[src/hdl/ccw_pkg.sv]
package ccw_pkg;
   // register byte offsets
   localparam logic [7:0] CCW_OFS_SYSCFG = 8'h00;
   localparam logic [7:0] CCW_OFS_IRQSTAT = 8'h04;
   localparam logic [7:0] CCW_OFS_IRQMASK = 8'h08;
   localparam logic [7:0] CCW_OFS_STATE = 8'h0c;
   // field positions
   localparam int CCW_BIT_WDOG_DIS = 4;
   localparam int CCW_BIT_CLKFAIL = 0;
   localparam int CCW_ST_MODE_LSB = 0;
   localparam int CCW_ST_SRC_LSB = 4;
   localparam int CCW_ST_PLLON = 6;
   localparam int CCW_ST_FAILED = 7;
   localparam int CCW_ST_PERIOD_LSB = 16;
   // reset values
   localparam logic CCW_RST_WDOG_DIS = 1'b0;
   localparam logic CCW_RST_MASK = 1'b0;
   localparam logic [2:0] CCW_RST_MODE = 3'h7;
   // strap codes
   localparam logic [2:0] CCW_MODE_PRESCALE = 3'h1;
   localparam logic [2:0] CCW_MODE_DIRECT = 3'h3;
   // timing counts
   localparam int CCW_WDOG_LIMIT = 16;
   localparam logic [1:0] CCW_STRAP_SETTLE = 2'h3;

   typedef enum logic [1:0] {
      CCW_SRC_PLL = 2'b00,
      CCW_SRC_DIRECT = 2'b01,
      CCW_SRC_PRESCALE = 2'b10,
      CCW_SRC_FAILED = 2'b11
   } ccw_src_t;

   // twice the multiplier, so 1.5, 0.5 and 2.5 stay integral
   function automatic logic [3:0] ccw_fx2(input logic [2:0] m);
      case (m)
         3'h7: ccw_fx2 = 4'h8;
         3'h6: ccw_fx2 = 4'h6;
         3'h5: ccw_fx2 = 4'h4;
         3'h4: ccw_fx2 = 4'ha;
         3'h3: ccw_fx2 = 4'h2;
         3'h2: ccw_fx2 = 4'h3;
         3'h1: ccw_fx2 = 4'h1;
         default: ccw_fx2 = 4'h5;
      endcase
   endfunction
endpackage

[src/hdl/ccw_wdog_if.sv]
interface ccw_wdog_if;
   logic enable;
   logic inEdge;
   logic pllTick;
   logic overflow;
   logic [4:0] count;
   modport ctrl (output enable, output inEdge, output pllTick, input overflow, input count);
   modport wdog (input enable, input inEdge, input pllTick, output overflow, output count);
endinterface

[src/hdl/ccw_clock_ctrl.sv]
// How it works
// the three latched straps pick a multiplier: 111 x4, 110 x3, 101 x2, 100 x5, 011 x1, 010 x1.5, 001 x0.5, 000 x2.5.
// code 001 gives a 2:1 prescaler, each cpu half period lasting one input period.
// code 011 bypasses the pll and the cpu clock follows the input level directly.
// every other code runs the pll, giving the input frequency times the chosen factor.
// in pll mode the period reference is refreshed every F input periods (F rounded down, at least one), and only halfway each time.
// the oscillator watchdog is on after reset and off while software sets bit 4 of the config register.
// the watchdog supervises the direct and prescaler modes.
// an enabled watchdog keeps the pll free running, counts its clocks and clears on each input transition.
// 16 pll clocks with no input transition mean the input clock has failed.
// on failure the cpu clock moves to the free running pll clock and the failure flag is raised.
// after failure the cpu clock stays on the pll until a hardware reset.
// with the watchdog disabled in a direct mode before any failure, the pll is off and the input always clocks the cpu.
// the straps are read only around reset and the mode they give sources the cpu clock.
// the latched mode holds until the next reset whatever the strap pins do later.
// the failure flag stays until software clears it, and a later disable does not undo the switch.
module ccw_clock_ctrl
   import ccw_pkg::*;
#(
   parameter int CNT_W = 16
)
(
   input wire logic mclk,
   input wire logic arst_n,
   input wire logic ce,
   input wire logic [2:0] clockModeStrapPins,
   input wire logic clockInputPin,
   input wire logic pllFreeClkPin,
   input wire logic hsel,
   input wire logic [31:0] haddr,
   input wire logic [1:0] htrans,
   input wire logic hwrite,
   input wire logic [2:0] hsize,
   input wire logic [31:0] hwdata,
   input wire logic hready,
   output logic hreadyout,
   output logic hresp,
   output logic [31:0] hrdata,
   output logic cpuClk,
   output logic pllEnable,
   output logic clockFailIrq
);
   typedef struct packed {
      logic [2:0] inSync;
      logic inLvl;
      logic [2:0] pllSync;
      logic pllLvl;
      logic [8:0] strapSync;
      logic [1:0] settle;
      logic strapDone;
      logic [2:0] mode;
      ccw_src_t src;
      logic [CNT_W-1:0] period;
      logic [CNT_W-1:0] meas;
      logic [CNT_W-1:0] acc;
      logic [3:0] edges;
      logic cpuClk;
      logic wdogDis;
      logic clkFail;
      logic failMask;
      logic wrPend;
      logic [7:0] wrAddr;
      logic [31:0] rdata;
   } ccw_state_t;

   ccw_state_t s_reg;
   ccw_state_t s_next;
   ccw_wdog_if wdBus();

   logic inEdge;
   logic inRise;
   logic pllRise;
   logic addrPhase;
   logic [3:0] fx2;
   logic [CNT_W:0] accSum;
   logic [CNT_W:0] avg;
   logic [31:0] stateWord;

   // ==========================================
   // watchdog counter
   ccw_osc_watchdog u_ccw_osc_watchdog (
      .mclk(mclk),
      .arst_n(arst_n),
      .ce(ce),
      .wd(wdBus.wdog)
   );

   // supervision only where the cpu runs straight off the oscillator
   assign wdBus.enable = !s_reg.wdogDis && (s_reg.src == CCW_SRC_DIRECT ||
      s_reg.src == CCW_SRC_PRESCALE);
   assign wdBus.inEdge = inEdge;
   assign wdBus.pllTick = pllRise;

   // ==========================================
   // pin filtering
   // a pin change counts once the second and third stages agree
   always_comb begin
      inEdge = (s_reg.inSync[2] == s_reg.inSync[1]) && (s_reg.inSync[2] != s_reg.inLvl);
      inRise = inEdge && s_reg.inSync[2];
      pllRise = (s_reg.pllSync[2] == s_reg.pllSync[1]) && s_reg.pllSync[2] && !s_reg.pllLvl;
   end

   // ==========================================
   // pll model helpers
   assign fx2 = ccw_fx2(s_reg.mode);
   assign accSum = {1'b0, s_reg.acc} + {{(CNT_W - 3){1'b0}}, fx2};
   // gradual retune: move only halfway toward the new measurement
   assign avg = ({1'b0, s_reg.period} + {1'b0, s_reg.meas}) >> 1;

   // ==========================================
   // bus helpers
   assign addrPhase = hsel && htrans[1] && hready;
   // bit 6 reads zero, the pll state is visible on its own pin
   assign stateWord = {16'(s_reg.period), 4'h0,
      (wdBus.count != 5'h00), 2'h0, 1'b0,
      (s_reg.src == CCW_SRC_FAILED), 1'b0, s_reg.src, 1'b0, s_reg.mode};

   // ==========================================
   // next state
   always_comb begin
      s_next = s_reg;
      s_next.inSync = {s_reg.inSync[1:0], clockInputPin};
      s_next.pllSync = {s_reg.pllSync[1:0], pllFreeClkPin};
      s_next.strapSync = {s_reg.strapSync[5:0], clockModeStrapPins};
      if (s_reg.inSync[2] == s_reg.inSync[1]) begin
         s_next.inLvl = s_reg.inSync[2];
      end
      if (s_reg.pllSync[2] == s_reg.pllSync[1]) begin
         s_next.pllLvl = s_reg.pllSync[2];
      end

      // straps are caught once, only when the last two sync stages hold the same pin level
      if (!s_reg.strapDone) begin
         if (s_reg.settle != CCW_STRAP_SETTLE) begin
            s_next.settle = s_reg.settle + 2'h1;
         end else if (s_reg.strapSync[8:6] == s_reg.strapSync[5:3]) begin
            s_next.strapDone = 1'b1;
            s_next.mode = s_reg.strapSync[8:6];
            case (s_reg.strapSync[8:6])
               CCW_MODE_PRESCALE: s_next.src = CCW_SRC_PRESCALE;
               CCW_MODE_DIRECT: s_next.src = CCW_SRC_DIRECT;
               default: s_next.src = CCW_SRC_PLL;
            endcase
         end
      end
      // once caught, the mode never changes again until reset

      // cpu clock by source
      case (s_reg.src)
         CCW_SRC_DIRECT: begin
            s_next.cpuClk = s_reg.inLvl;
         end
         CCW_SRC_PRESCALE: begin
            if (inRise) begin
               s_next.cpuClk = !s_reg.cpuClk;
            end
         end
         CCW_SRC_FAILED: begin
            s_next.cpuClk = s_reg.pllLvl;
         end
         CCW_SRC_PLL: begin
            // fx2 toggles per input period, spread evenly
            if (s_reg.period == '0) begin
               s_next.acc = '0;
            end else if (accSum >= {1'b0, s_reg.period}) begin
               s_next.acc = CNT_W'(accSum - {1'b0, s_reg.period});
               s_next.cpuClk = !s_reg.cpuClk;
            end else begin
               s_next.acc = accSum[CNT_W-1:0];
            end
         end
         default: begin
            s_next.cpuClk = 1'b0;
         end
      endcase

      // input period tracking for the multiplier
      if (inRise) begin
         // the edge cycle itself already belongs to the new period
         s_next.meas = CNT_W'(1);
         s_next.edges = s_reg.edges + 4'h1;
         if (s_reg.period == '0) begin
            s_next.period = s_reg.meas;
         end
         // input periods per resync are counted as rising edges
         if (s_reg.edges + 4'h1 >= (fx2 >> 1) || fx2 < 4'h2) begin
            s_next.edges = 4'h0;
            if (s_reg.period != '0) begin
               s_next.period = avg[CNT_W-1:0];
            end
         end
      end else if (s_reg.meas != {CNT_W{1'b1}}) begin
         s_next.meas = s_reg.meas + CNT_W'(1);
      end

      // failure switchover, no way back short of reset
      if (wdBus.overflow && wdBus.enable) begin
         s_next.src = CCW_SRC_FAILED;
      end

      // bus write data phase
      s_next.wrPend = 1'b0;
      if (s_reg.wrPend) begin
         case (s_reg.wrAddr)
            CCW_OFS_SYSCFG: s_next.wdogDis = hwdata[CCW_BIT_WDOG_DIS];
            CCW_OFS_IRQSTAT: begin
               if (hwdata[CCW_BIT_CLKFAIL]) begin
                  s_next.clkFail = 1'b0;
               end
            end
            CCW_OFS_IRQMASK: s_next.failMask = hwdata[CCW_BIT_CLKFAIL];
            default: ;
         endcase
      end
      // a failure in the clearing cycle still lands
      if (wdBus.overflow && wdBus.enable) begin
         s_next.clkFail = 1'b1;
      end

      // bus address phase
      if (addrPhase) begin
         s_next.wrPend = hwrite;
         s_next.wrAddr = {haddr[7:2], 2'b00};
         // read data stands until the next read, writes leave it alone
         if (!hwrite) begin
            s_next.rdata = 32'h0000_0000;
            case ({haddr[7:2], 2'b00})
               CCW_OFS_SYSCFG: s_next.rdata[CCW_BIT_WDOG_DIS] = s_reg.wdogDis;
               CCW_OFS_IRQSTAT: s_next.rdata[CCW_BIT_CLKFAIL] = s_reg.clkFail;
               CCW_OFS_IRQMASK: s_next.rdata[CCW_BIT_CLKFAIL] = s_reg.failMask;
               CCW_OFS_STATE: s_next.rdata = stateWord;
               default: s_next.rdata = 32'h0000_0000;
            endcase
         end
      end
   end

   // ==========================================
   // state register
   always_ff @(posedge mclk or negedge arst_n) begin
      if (!arst_n) begin
         s_reg <= '0;
         s_reg.mode <= CCW_RST_MODE;
         s_reg.src <= CCW_SRC_PLL;
         s_reg.wdogDis <= CCW_RST_WDOG_DIS;
         s_reg.failMask <= CCW_RST_MASK;
      end else if (ce) begin
         s_reg <= s_next;
      end
   end

   // ==========================================
   // outputs
   // pll runs for pll mode, for watchdog supervision, or after failure
   assign pllEnable = (s_reg.src == CCW_SRC_PLL) || (s_reg.src == CCW_SRC_FAILED) ||
      wdBus.enable;
   assign cpuClk = s_reg.cpuClk;
   assign clockFailIrq = s_reg.clkFail && s_reg.failMask;
   assign hreadyout = 1'b1;
   assign hresp = 1'b0;
   assign hrdata = s_reg.rdata;
endmodule

[src/hdl/ccw_osc_watchdog.sv]
module ccw_osc_watchdog
   import ccw_pkg::*;
(
   input wire logic mclk,
   input wire logic arst_n,
   input wire logic ce,
   ccw_wdog_if.wdog wd
);
   typedef struct packed {
      logic [4:0] cnt;
      logic ovf;
   } ccw_wd_state_t;

   ccw_wd_state_t s_reg;
   ccw_wd_state_t s_next;

   // ==========================================
   // counter
   always_comb begin
      s_next = s_reg;
      s_next.ovf = 1'b0;
      if (!wd.enable) begin
         s_next.cnt = 5'h00;
      end else if (wd.inEdge) begin
         s_next.cnt = 5'h00;
      end else if (wd.pllTick && s_reg.cnt < 5'(CCW_WDOG_LIMIT)) begin
         s_next.cnt = s_reg.cnt + 5'h01;
         // one pulse when the count reaches its limit
         s_next.ovf = (s_reg.cnt == 5'(CCW_WDOG_LIMIT - 1));
      end
   end

   always_ff @(posedge mclk or negedge arst_n) begin
      if (!arst_n) begin
         s_reg <= '0;
      end else if (ce) begin
         s_reg <= s_next;
      end
   end

   assign wd.overflow = s_reg.ovf;
   assign wd.count = s_reg.cnt;
endmodule

[config.mk]
export PLATFORM = sky130hd
export DESIGN_NAME = ccw_clock_ctrl
export DESIGN_NICKNAME = d
export VERILOG_FILES = /design/src/hdl/ccw_pkg.sv /design/src/hdl/ccw_wdog_if.sv /design/src/hdl/ccw_clock_ctrl.sv /design/src/hdl/ccw_osc_watchdog.sv
export SDC_FILE = /design/constraint.sdc
export NUM_CORES = 1
export LEC_CHECK = 0
export BUFFER_PORTS_ARGS = -buffer_cell sky130_fd_sc_hd__buf_2
export CAP_MARGIN = 20
export CELL_PAD_IN_SITES_DETAIL_PLACEMENT = 1
export CELL_PAD_IN_SITES_GLOBAL_PLACEMENT = 1
export CORE_ASPECT_RATIO = 2
export CORE_MARGIN = 2
export CORE_UTILIZATION = 45
export DETAILED_ROUTE_END_ITERATION = 8
export HOLD_SLACK_MARGIN = 0.1
export PLACE_DENSITY_LB_ADDON = 0.2
export SKIP_CTS_REPAIR_TIMING = 1
export SYNTH_ARGS = -nofsm -noshare
export SYNTH_HDL_FRONTEND = slang
export SYNTH_SLANG_ARGS = --single-unit
[constraint.sdc]
create_clock -name mclk -period 5.7 [get_ports mclk]
set_clock_uncertainty 0.1 [all_clocks]
set_input_delay 0.285 -clock mclk [delete_from_list [all_inputs] [get_ports mclk]]
set_output_delay 0.285 -clock mclk [all_outputs]
set_load 0.01 [all_outputs]
==> results of run 1 <==
cell usage after synthesis, drive strengths merged, types with 7 or more instances:
| library cell | count |
|---|---|
| dfrtp | 114 |
| nand2 | 72 |
| o21ai | 50 |
| ha | 49 |
| buf | 44 |
| inv | 42 |
| nor2 | 41 |
| a21oi | 38 |
| mux2 | 29 |
| xnor2 | 29 |
| a22o | 24 |
| nand3 | 23 |
| nand4 | 20 |
| clkbuf | 19 |
| xor2 | 18 |
| nor3 | 17 |
| o21a | 13 |
| o211ai | 12 |
| or3 | 12 |
| a21o | 11 |
| and2 | 11 |
| and3 | 11 |
| nand2b | 10 |
| a31oi | 9 |
| nor4 | 9 |
| a22oi | 7 |
| o22ai | 7 |
| o311ai | 7 |
through the flow:
stage               cell area, um^2  std cells
floorplan                      7980        852
global placement               8140       1052
detailed placement             8140       1052
CTS                            8750       1084
global route                   8890       1098
finish                         8890       1098
worst paths after layout:
check	start	to	slack, ns
worst max-delay path	s_reg[101]	s_reg[49]	0.60
worst min-delay path	haddr[3]	s_reg[35]	0.09
worst max register to register	s_reg[101]	s_reg[49]	0.60
worst min register to register	s_reg[103]	s_reg[103]	0.37
max in group asynchronous	arst_n	s_reg[51]	3.84
min in group asynchronous	arst_n	hrdata[26]	0.37
layout by cell type, fill, tap and decap left out, types with 24 or more instances in the layout:
cell       n
a21oi_1   37
a22o_1    24
buf_2     44
dfrtp_1  114
ha_1      49
inv_1     42
mux2_2    29
nand2_1   72
nor2_1    39
o21ai_0   45
xnor2_1   29
kinds of logic after synthesis:
kind of cell / Yosys count / synth area share, %
simple gates: 253 / 16.4
xor+xnor: 47 / 5.18
flops: 117 / 36.9
mux: 31 / 4.36
fa+ha+maj: 52 / 8.48
compound gates: 236 / 21.6
other cells: 2 / 0.0946
buf+inv: 105 / 6.92
metal layers:
metal  share of wire [%]  wire [um]  vias up  track usage (%)
li1                    -          -     3135                -
met1                  35       8440     3460             25.2
met4                 5.2       1260        0             15.1
met2                  57      13800      144             51.8
met3                 2.7        661       72             4.15
met5                   0          0        -                0
worst max-delay path: cells and delay by family, from the launching register on:
family,cells,cell delay (ns)
AOI/OAI and AO/OA,6,1.98
buffers and inverters,3,0.55
DFF,1,0.61
and+or+nand+nor,5,0.52
xor gates and xnor gates,1,0.35
adders and majority gates,2,0.83
layout make-up:
cell class	instances	area, um^2	share of cell area [%]
clock buffer	23	488	5.49
timing repair buffer	67	425	4.79
sequential	117	2930	33.0
tap	210	263	2.96
clock inverter	9	125	1.41
multi-input combinational	630	4500	50.6
inverter	42	158	1.77
power by group through the flow:
| stage | logic (uW) | clock network [uW] | registers, uW |
|---|---|---|---|
| floorplan | 2490 | 0 | 1230 |
| global placement | 3190 | 0 | 1350 |
| detailed placement | 3330 | 0 | 1370 |
| CTS | 3370 | 1140 | 1360 |
| global route | 3720 | 1170 | 1390 |
| finish | 3390 | 1120 | 1360 |
==> results, run 1 <==
- The diode insertion count for antenna repair is 0.
- The maximum number of buffers from clock root to sink is 2.
- The wire length per cell after detailed routing is 22.0 um.
- The tightest min-delay check is of the in -> reg type.
- The number of synthesized register bits is ~120.
- At the end of the flow, the number of nets in the layout was 1,007.
- The max-slew violation count came to 0.
- Dividing the detail-routed via count by the number of cells gives 6.20.
- The overall global routing resource usage is 26.3%.
- The share of total power in sequential cells is 23.2%.
- Synthesis produced 843 cells.
- Hold timing on the final database bottoms out at a slack of roughly 0.092 ns.
- For this run, the top clock speed supported by timing is just under 0.2 GHz.
- The run finished with clean final reports.
- The sort of element at the start of the critical path is a register.
- The remaining global-route overflow is 0.
- Internal power comes to 3110 uW.
- The final layout contains routed wiring with a total length of 24,200 um.
- The number of endpoints failing setup at the final stage is 0.
- The clock latency on the worst-skew pair is 0.43 ns.
- Cells fill a little over 50% of the core in the end.
- The initial core utilization is 46.0%.
- Summing over every cut layer, the via total after detailed routing is approximately 7k.
- The share of post-route cells with drive strength above 1 is 15.8%.
- Routability-driven placement finished with a final weighted congestion of 0.890.
- The floorplan step set the die width to just under 100 um.
- The floorplan step set the die height to 192 um.
- between 100 and 150 I/O pins were placed.
- The number of global-route vias before repair was roughly 7.4k.
- The proportion of power drawn by the clock network is 19.1%.
- The portion of the clock cycle consumed by the worst path in the final layout is 89.5%.
- The top cell type by area accounts for 35.9% of the synthesized area.
- Summed over all failing endpoints, the final setup total negative slack is 0 ns.
- The number of clock buffers added by TritonCTS is 17.
- Of all nets on the critical path, the largest fanout is 8.
- The core area is 17,300 um^2.
- The number of port buffers is 45.
- The worst hold path was traced through 2 stages.
- The synthesized design contains 0 enable-type register cells.
- Counting flops with an async set or reset pin after synthesis yields a share of 100%.
- The number of nets with antenna violations after routing is 0.
- The actual transition at the worst max-transition pin is 0.978 ns.
- Dividing total power by cell area gives a power density of ~660 nW/um^2.
- Summed over all nets, the switching power comes to about 2800 uW.
- The register with the most flip-flops in the layout has 77 of them.
- The depth of the CTS H-tree is 4.
- Setup slack on the critical path of the routed design comes to 0.597 ns.
- For this block, the initial DRC count from the detailed router was between 200 and 300.
- Setup repair after global routing left no endpoint under its margin.
- Summed over all cells, the static leakage comes to 0.00403 uW.
- For this run, the number of Yosys warnings is 0.
- For this design, the slowest cell found on the critical path is dfstp_2.
- For this run, the leading register cell type out of synthesis is dfrtp_1.
- For this run, the detailed router's first-pass iteration total came to 4.
- The number of endpoints with negative hold slack in the final report is 0.
- The floorplan step defined a die boundary enclosing approximately 19,000 um^2.
- Of all cell types, the one taking the most synthesized area is dfrtp_1.
- The clock period minus final worst setup slack is between 5 and 6 ns.
- The root cell of the clock tree is clkbuf_16.
- The largest net degree at the start of global routing is 61.
- The area overhead of the layout relative to synthesis is 11.9%.
- The wire-length estimate of the detail-placed layout is 18,200 um.
- The signal arrival time at the worst endpoint is between 5 and 6 ns.
- OpenSTA, run right after detailed placement, puts the worst setup slack at 0.642 ns.
- The standard-cell row count is 68.
- The critical path data required time is 5.91 ns.
- The type of the worst setup path is reg -> reg.
- After synthesis the cells add up to 7940 um^2.
- The total power after layout is 5870 uW.
- The maximum resistive drop on vdd is 400 uV.
- After synthesis, the cell types taking the most area are dfrtp_1 (36%), ha_1 (7.7%), mux2_2 (4.1%).
- The count of fill cells added during filler insertion is 1,969.
- The first global-routing pass estimated 38,900 um of wire.
- The post-route DRC violation count is 0.
- The initial antenna violation count came to 0.
- The number of cells on the worst reg-to-reg path is 17.
- The clock tree from TritonCTS is done.
- The sequential element share of the synthesized area is 36.9%.
- The largest stage delay on the critical path is 0.61 ns.
- The post-synthesis area per instance is ~9.4 um^2.
- Clock tree synthesis found a total of 117 sinks.
- The endpoint type of the worst setup path is a register.
- Net switching is a little under half of the power.
- The distinct cell type count after synthesis is 81.
- Walking the worst path, the cells encountered are nor2_1 > a21oi_1 > inv_1 > fa_1 > nand2b_1 > a211oi_2 > buf_4 > nand3_1 > xnor2_1 > ha_1 > a211oi_2 > nor2_2 > o311a_1 > a311oi_2 > buf_4 > nand3_1 > a32o_1.
- Clock-pin slew was measured on the worst setup and hold paths at 0.05 ns.
- Combinational logic burns about 58% of the power.
- The tool flagged a number of max-cap violations equal to 0.
- Headroom to the max-slew limit came out at 34.8%.
No activity file was read; power rests on OpenSTA's default activity.
==> inputs of run 2 (changes only) <==
--- a/config.mk
+++ b/config.mk
@@ -7,11 +7,11 @@
 export LEC_CHECK = 0
 export BUFFER_PORTS_ARGS = -buffer_cell sky130_fd_sc_hd__buf_2
 export CAP_MARGIN = 20
-export CELL_PAD_IN_SITES_DETAIL_PLACEMENT = 1
-export CELL_PAD_IN_SITES_GLOBAL_PLACEMENT = 1
+export CELL_PAD_IN_SITES_DETAIL_PLACEMENT = 0
+export CELL_PAD_IN_SITES_GLOBAL_PLACEMENT = 2
 export CORE_ASPECT_RATIO = 2
 export CORE_MARGIN = 2
-export CORE_UTILIZATION = 45
+export CORE_UTILIZATION = 36
 export DETAILED_ROUTE_END_ITERATION = 8
 export HOLD_SLACK_MARGIN = 0.1
 export PLACE_DENSITY_LB_ADDON = 0.2
==> results, run 2 (synthesis gave the netlist of run 1 again) <==
- The run finished with clean final reports.
- The height of the die is 214 um.
- The critical path data required time is 5.91 ns.
- Among all stages on the critical path, the largest delay is contributed by dfstp_2.
- The number of optimization iterations in the first detailed-route pass is 5.
- Across all layers, the routed design uses 6,648 vias.
- The max-slew violation count is 0.
- At the end of routability-driven placement, the weighted congestion stood at 0.902.
- The register with the most flip-flops in the layout has 77 of them.
- The initial antenna violation count was 0.
- Data on the critical path arrives at its endpoint at between 5 and 6 ns.
- The worst hold slack after final layout is 0.195 ns.
- The maximum resistive drop on vdd is 354 uV.
- The total detailed-routing wirelength is around 23,000 um.
- The net count of the finished layout is 1,009.
- The final critical path takes up 85.5% of the cycle.
- The area of placed instances is about 8200 um^2.
- In this design, the stage delay of the slowest critical-path cell is approximately 0.60 ns.
- The number of port buffers is 45.
- The sort of element at the start of the critical path is a register.
- The clock slew at the register clock pins of the worst setup and hold paths is 0.06 ns.
- The total negative setup slack is 0 ns.
- The worst pin sits at a relative slew slack of 32.0%.
- After floorplanning, the core was sized to cover 21,600 um^2.
- The worst reg-to-reg setup slack is 0.83 ns.
- The count of fill cells added during filler insertion is 2,134.
- The power per cell area is 646 nW/um^2.
- The root cell of the clock tree is clkbuf_16.
- During I/O placement, the number of pins put on the boundary was 117.
- Detailed placement ended at an HPWL of roughly 17,000 um.
- Leaving out fill and tap cells, the most frequent cells in the layout are dfrtp_1 (114), nand2_1 (72), ha_1 (49), o21ai_0 (45), buf_2 (44).
- Dividing the detail-routed wire length by the instance count gives 19.8 um.
- The number of endpoints failing setup at the final stage is 0.
- The tool flagged a number of max-cap violations equal to 0.
- The critical path goes through nor2_1 > a21oi_1 > inv_1 > fa_1 > nand2b_1 > a211oi_2 > buf_4 > nand3_1 > xnor2_1 > ha_1 > a211oi_2 > nor2_2 > o311a_1 > a311oi_2 > buf_4 > a2111oi_0 > a221o_1.
- The standard-cell row count is between 70 and 80.
- The maximum number of buffers from clock root to sink is 2.
- After detailed routing, the number of vias per cell comes to around 5.7.
- Leaving out fill and tap cells, the most frequent cell in the layout is dfrtp_1.
- Setup repair after global routing left no endpoint under its margin.
- The largest net degree at the start of global routing is 67.
- After detailed routing, the number of remaining DRC violations is 0.
- The largest fanout on the critical path is 14.
- By startpoint and endpoint, the worst setup path is classified as reg -> reg.
- Compared with the post-synthesis result, the final layout area differs by 13.4%.
- The type of the most critical hold path is in -> reg.
- The first global-routing pass estimated 36,400 um of wire.
- TritonCTS built the clock tree.
- The number of nets with antenna violations after routing is 0.
- The clock tree synthesis step divided the H-tree into 4 levels.
- The floorplan step set the die width to approximately 110 um.
- The share of post-route cells with drive strength above 1 is 16.0%.
- The static leakage is 0.00404 uW.
- The number of endpoints with negative hold slack in the final report is 0.
- The overall global routing resource usage is 20.6%.
- 0 antenna diodes ended up in the layout.
- The CTS sink count is ~120.
- Once layout is done, the placed cells without fillers occupy 9000 um^2.
- The clock period could shrink to 4.87 ns.
- The endpoint type of the worst setup path is a register.
- The number of buffers created by CTS is 17.
- The remaining global-route overflow is 0.
- The area enclosed by the die boundary is 23,300 um^2.
- The number of global-route vias before repair is 6,694.
- The starting DRC count in detailed routing is 306.
- For the worst-skew pair, the clock arrives at the later sink with an insertion delay of around 0.43 ns.
- The initial core utilization is 36.8%.
- Derived from the worst setup path, the maximum achievable clock frequency is 0.205 GHz.
- At the pin with the least slew margin, the transition time is 1.02 ns.
-- run 2: through the flow --
step           power [uW]  setup slack [ns]  util (%)  cells
2_1_floorplan        3720              1.33         -    852
3_3_place_gp         4580             0.884      38.1   1115
3_5_place_dp         4650             0.878      38.1   1115
4_1_cts              5840             0.833      41.0   1147
5_1_grt              6240             0.500      41.7   1163
6_report             5810             0.826      41.7   1163
-- run 2: per-layer routing --
metal	wire, um	vias to the layer above	global-route usage [%]
met2	13000	180	38.7
met4	840	0	9.32
met5	0	-	0
met1	8390	3279	21.5
li1	-	3144	-
met3	778	45	3.50
-- run 2: worst paths after layout --
path,startpoint,cells past startpoint,endpoint
worst max-delay path,s_reg[101],17,s_reg[51]
worst min-delay path,hready,3,s_reg[40]
worst max register to register,s_reg[101],17,s_reg[51]
worst min register to register,s_reg[103],1,s_reg[103]
max in group asynchronous,arst_n,3,s_reg[47]
min in group asynchronous,arst_n,2,s_reg[77]
-- run 2: power breakdown --
part           switching, uW  internal [uW]  leakage, uW
clock                    417            734     0.000298
combinational           1980           1330      0.00225
sequential               302           1050      0.00149
total                   2700           3110      0.00404
-- run 2: cell type report --
| class | count | area, um^2 | share of cell area [%] |
|---|---|---|---|
| flip-flops and latches | 117 | 2930 | 32.6 |
| inverters | 42 | 158 | 1.75 |
| clock inverters | 11 | 148 | 1.64 |
| well taps | 273 | 342 | 3.79 |
| clock buffers | 21 | 480 | 5.34 |
| repair buffers | 69 | 445 | 4.95 |
| multi-input cells | 630 | 4500 | 50.0 |
-- run 2: worst max-delay path, delay by kind of cell (launching register included) --
family / cells / cell delay (ns)
adders and majority gates: 2 / 0.84
buffers and inverters: 3 / 0.57
xor gates and xnor gates: 1 / 0.36
AOI/OAI and AO/OA: 7 / 1.86
DFF: 1 / 0.60
and+or+nand+nor: 4 / 0.41
==> inputs of run 3 (changes only) <==
--- a/config.mk
+++ b/config.mk
@@ -8,10 +8,10 @@
 export BUFFER_PORTS_ARGS = -buffer_cell sky130_fd_sc_hd__buf_2
 export CAP_MARGIN = 20
 export CELL_PAD_IN_SITES_DETAIL_PLACEMENT = 0
-export CELL_PAD_IN_SITES_GLOBAL_PLACEMENT = 2
+export CELL_PAD_IN_SITES_GLOBAL_PLACEMENT = 1
 export CORE_ASPECT_RATIO = 2
 export CORE_MARGIN = 2
-export CORE_UTILIZATION = 36
+export CORE_UTILIZATION = 45
 export DETAILED_ROUTE_END_ITERATION = 8
 export HOLD_SLACK_MARGIN = 0.1
 export PLACE_DENSITY_LB_ADDON = 0.2
==> results, run 3 (synthesis gave the netlist of run 1 again) <==
- The remaining global-route overflow is 0.
- The clock drives 117 sinks.
- Counting along the longest clock path gives a buffer depth of 2.
- The library cell used most frequently in the layout, excluding fill and tap cells, is dfrtp_1.
- The critical path starts at s_reg[99].
- Together, buffers and inverters on the worst path number 1.
- The number of optimization iterations in the first detailed-route pass is 5.
- The clock reaches the later pin of the worst-skew pair after about 0.43 ns.
- TritonCTS built the clock tree.
- Setup violations remaining at the end of the flow were counted as 0.
- The number of buffers created by CTS is 17.
- After detailed routing, the number of vias per cell comes to slightly above 6.
- The number of standard cells in the final layout excluding fillers is 1,099.
- The layout net count is around 1.0k.
- The initial core utilization is 46.0%.
- Data arrives at the worst endpoint at 5.17 ns.
- The area enclosed by the die boundary is 18,800 um^2.
- After clock tree synthesis, the clock-pin slew on the worst setup and hold paths is 0.05 ns.
- The type of the most critical hold path is in -> reg.
- After detailed placement, the design holds a cell count of 1,052.
- The wire length per cell after detailed routing is 19.7 um.
- The actual transition at the worst max-transition pin is 0.951 ns.
- The worst hold slack after final layout is 0.102 ns.
- Across the whole layout, storage elements account for 2930 um^2.
- The core area is 17,300 um^2.
- The standard-cell row count is 68.
- The number of port buffers is 45.
- The starting DRC count in detailed routing is 342.
- The number of flip-flops in the largest register is 77.
- The number of endpoints with negative hold slack in the final report is 0.
- Relative to the synthesized area, the layout overhead comes to 12.1%.
- The worst-case IR drop observed on VDD is 281 uV.
- The largest fanout on the critical path is 8.
- The library cells used most frequently in the layout, excluding fill and tap cells, are dfrtp_1 (114), nand2_1 (72), ha_1 (49), o21ai_0 (45), buf_2 (44).
- The count of boundary I/O pins is between 100 and 150.
- The depth of the CTS H-tree is 4.
- The congestion estimate from routability-driven global placement came to 0.890.
- The post-route DRC violation count is 0.
- The first-pass GRT wire length is approximately 35,000 um.
- The initial antenna violation count was 0.
- The endpoint type of the worst setup path is a register.
- The static leakage is between 0.004 and 0.005 uW.
- The power per cell area is about 640 nW/um^2.
- Walking the worst path, the cells encountered are xor2_1 > o21ai_0 > ha_1 > o21ai_0 > o21bai_1 > nand3_1 > xnor2_1 > ha_1 > o21ai_4 > nor2_2 > o311a_1 > a311oi_2 > buf_4 > nand3_1 > a32o_1.
- The largest stage delay on the critical path is 0.65 ns.
- The number of global-route vias before repair is 6,928.
- The critical path data required time is 5.91 ns.
- Detailed placement finished with a half-perimeter wire length of 16,500 um.
- The cell with the biggest individual delay on the critical path is dfstp_2.
- The diode insertion count for antenna repair is 0.
- The die is 192 um tall.
- The sort of element at the start of the critical path is a register.
- The startpoint of the lowest-slack hold path is haddr[3].
- Cells fill 51.5% of the core in the end.
- In this run the remaining antenna-violating nets after routing total 0.
- For this run, the top clock speed supported by timing is ~0.2 GHz.
- The share of post-route cells with drive strength above 1 is 15.7%.
- The count of fill cells added during filler insertion is 1,625.
- The count of maximum capacitance violations is 0.
- The overall global routing resource usage is 24.0%.
- Subtracting the final worst setup slack from the clock period gives a little under 5 ns.
- The total negative setup slack is 0 ns.
- The multi-input combinational cell area is 4500 um^2.
- Entering global routing, the biggest net connects 61 pins.
- In this run the tightest slew margin relative to its limit is 36.6%.
- After layout, the worst path uses 87.0% of the clock period.
- The die is 97.9 um wide.
- The total detailed-routing wirelength is 21,700 um.
- The flow ran to the end, and the final reports show no timing, DRC or antenna violations.
- Setup repair after global routing left no endpoint under its margin.
- The detailed-route via count is 6,717.
- The max-slew violation count came to 0.
- In this run the critical register-to-register path is launched from s_reg[99].
- By startpoint and endpoint, the worst setup path is classified as reg -> reg.
- The root cell of the clock tree is clkbuf_16.
- The largest delay contributor family on the critical path is compound AO/OA/AOI/OAI gates.
## run 3: routing by layer
layer  global-route usage (%)  wire length (um)  vias up
met2                     43.7             11500      195
met1                     24.1              7790     3284
met3                     3.86               701       86
met4                     18.3              1670        0
met5                        0                 0        -
li1                         -                 -     3152
## run 3: path summary, 6_finish.rpt
kind	endpoint	slack, ns	depth (start not counted)
hold / removal	s_reg[35]	0.10	2
setup reg to reg	s_reg[49]	0.74	15
setup / recovery	s_reg[49]	0.74	15
hold reg to reg	s_reg[103]	0.38	1
min in group asynchronous	hrdata[27]	0.36	2
max in group asynchronous	hrdata[17]	3.87	3
## run 3: final cells by class
cell class | instances | area share, %
Inverter | 42 | 1.77
Timing Repair Buffer | 68 | 4.89
Clock buffer | 23 | 5.48
Clock inverter | 9 | 1.39
Tap cell | 210 | 2.95
Multi-Input combinational cell | 630 | 50.6
Sequential cell | 117 | 32.9
## run 3: power by group
part           switching [uW]  total (uW)  internal, uW  leakage [uW]
Clock                     379        1110           730      0.000307
Sequential                300        1350          1050       0.00149
Combinational            1930        3260          1330       0.00225
## run 3: through the flow
step	instance area, um^2	setup slack (ns)	total power [uW]
floorplan	7980	1.33	3720
global placement	8140	0.814	4540
detailed placement	8140	0.753	4600
finish	8900	0.738	5720
CTS	8750	0.711	5740
global route	8900	0.402	6170
## run 3: worst reg2reg max path, delay by kind of cell, from the launching register on
family / cells / cell delay, ns
and+or+nand+nor: 3 / 0.30
xor gates and xnor gates: 2 / 0.58
adders and majority gates: 2 / 0.78
AOI/OAI and AO/OA: 7 / 2.18
DFF: 1 / 0.65
buffers and inverters: 1 / 0.24
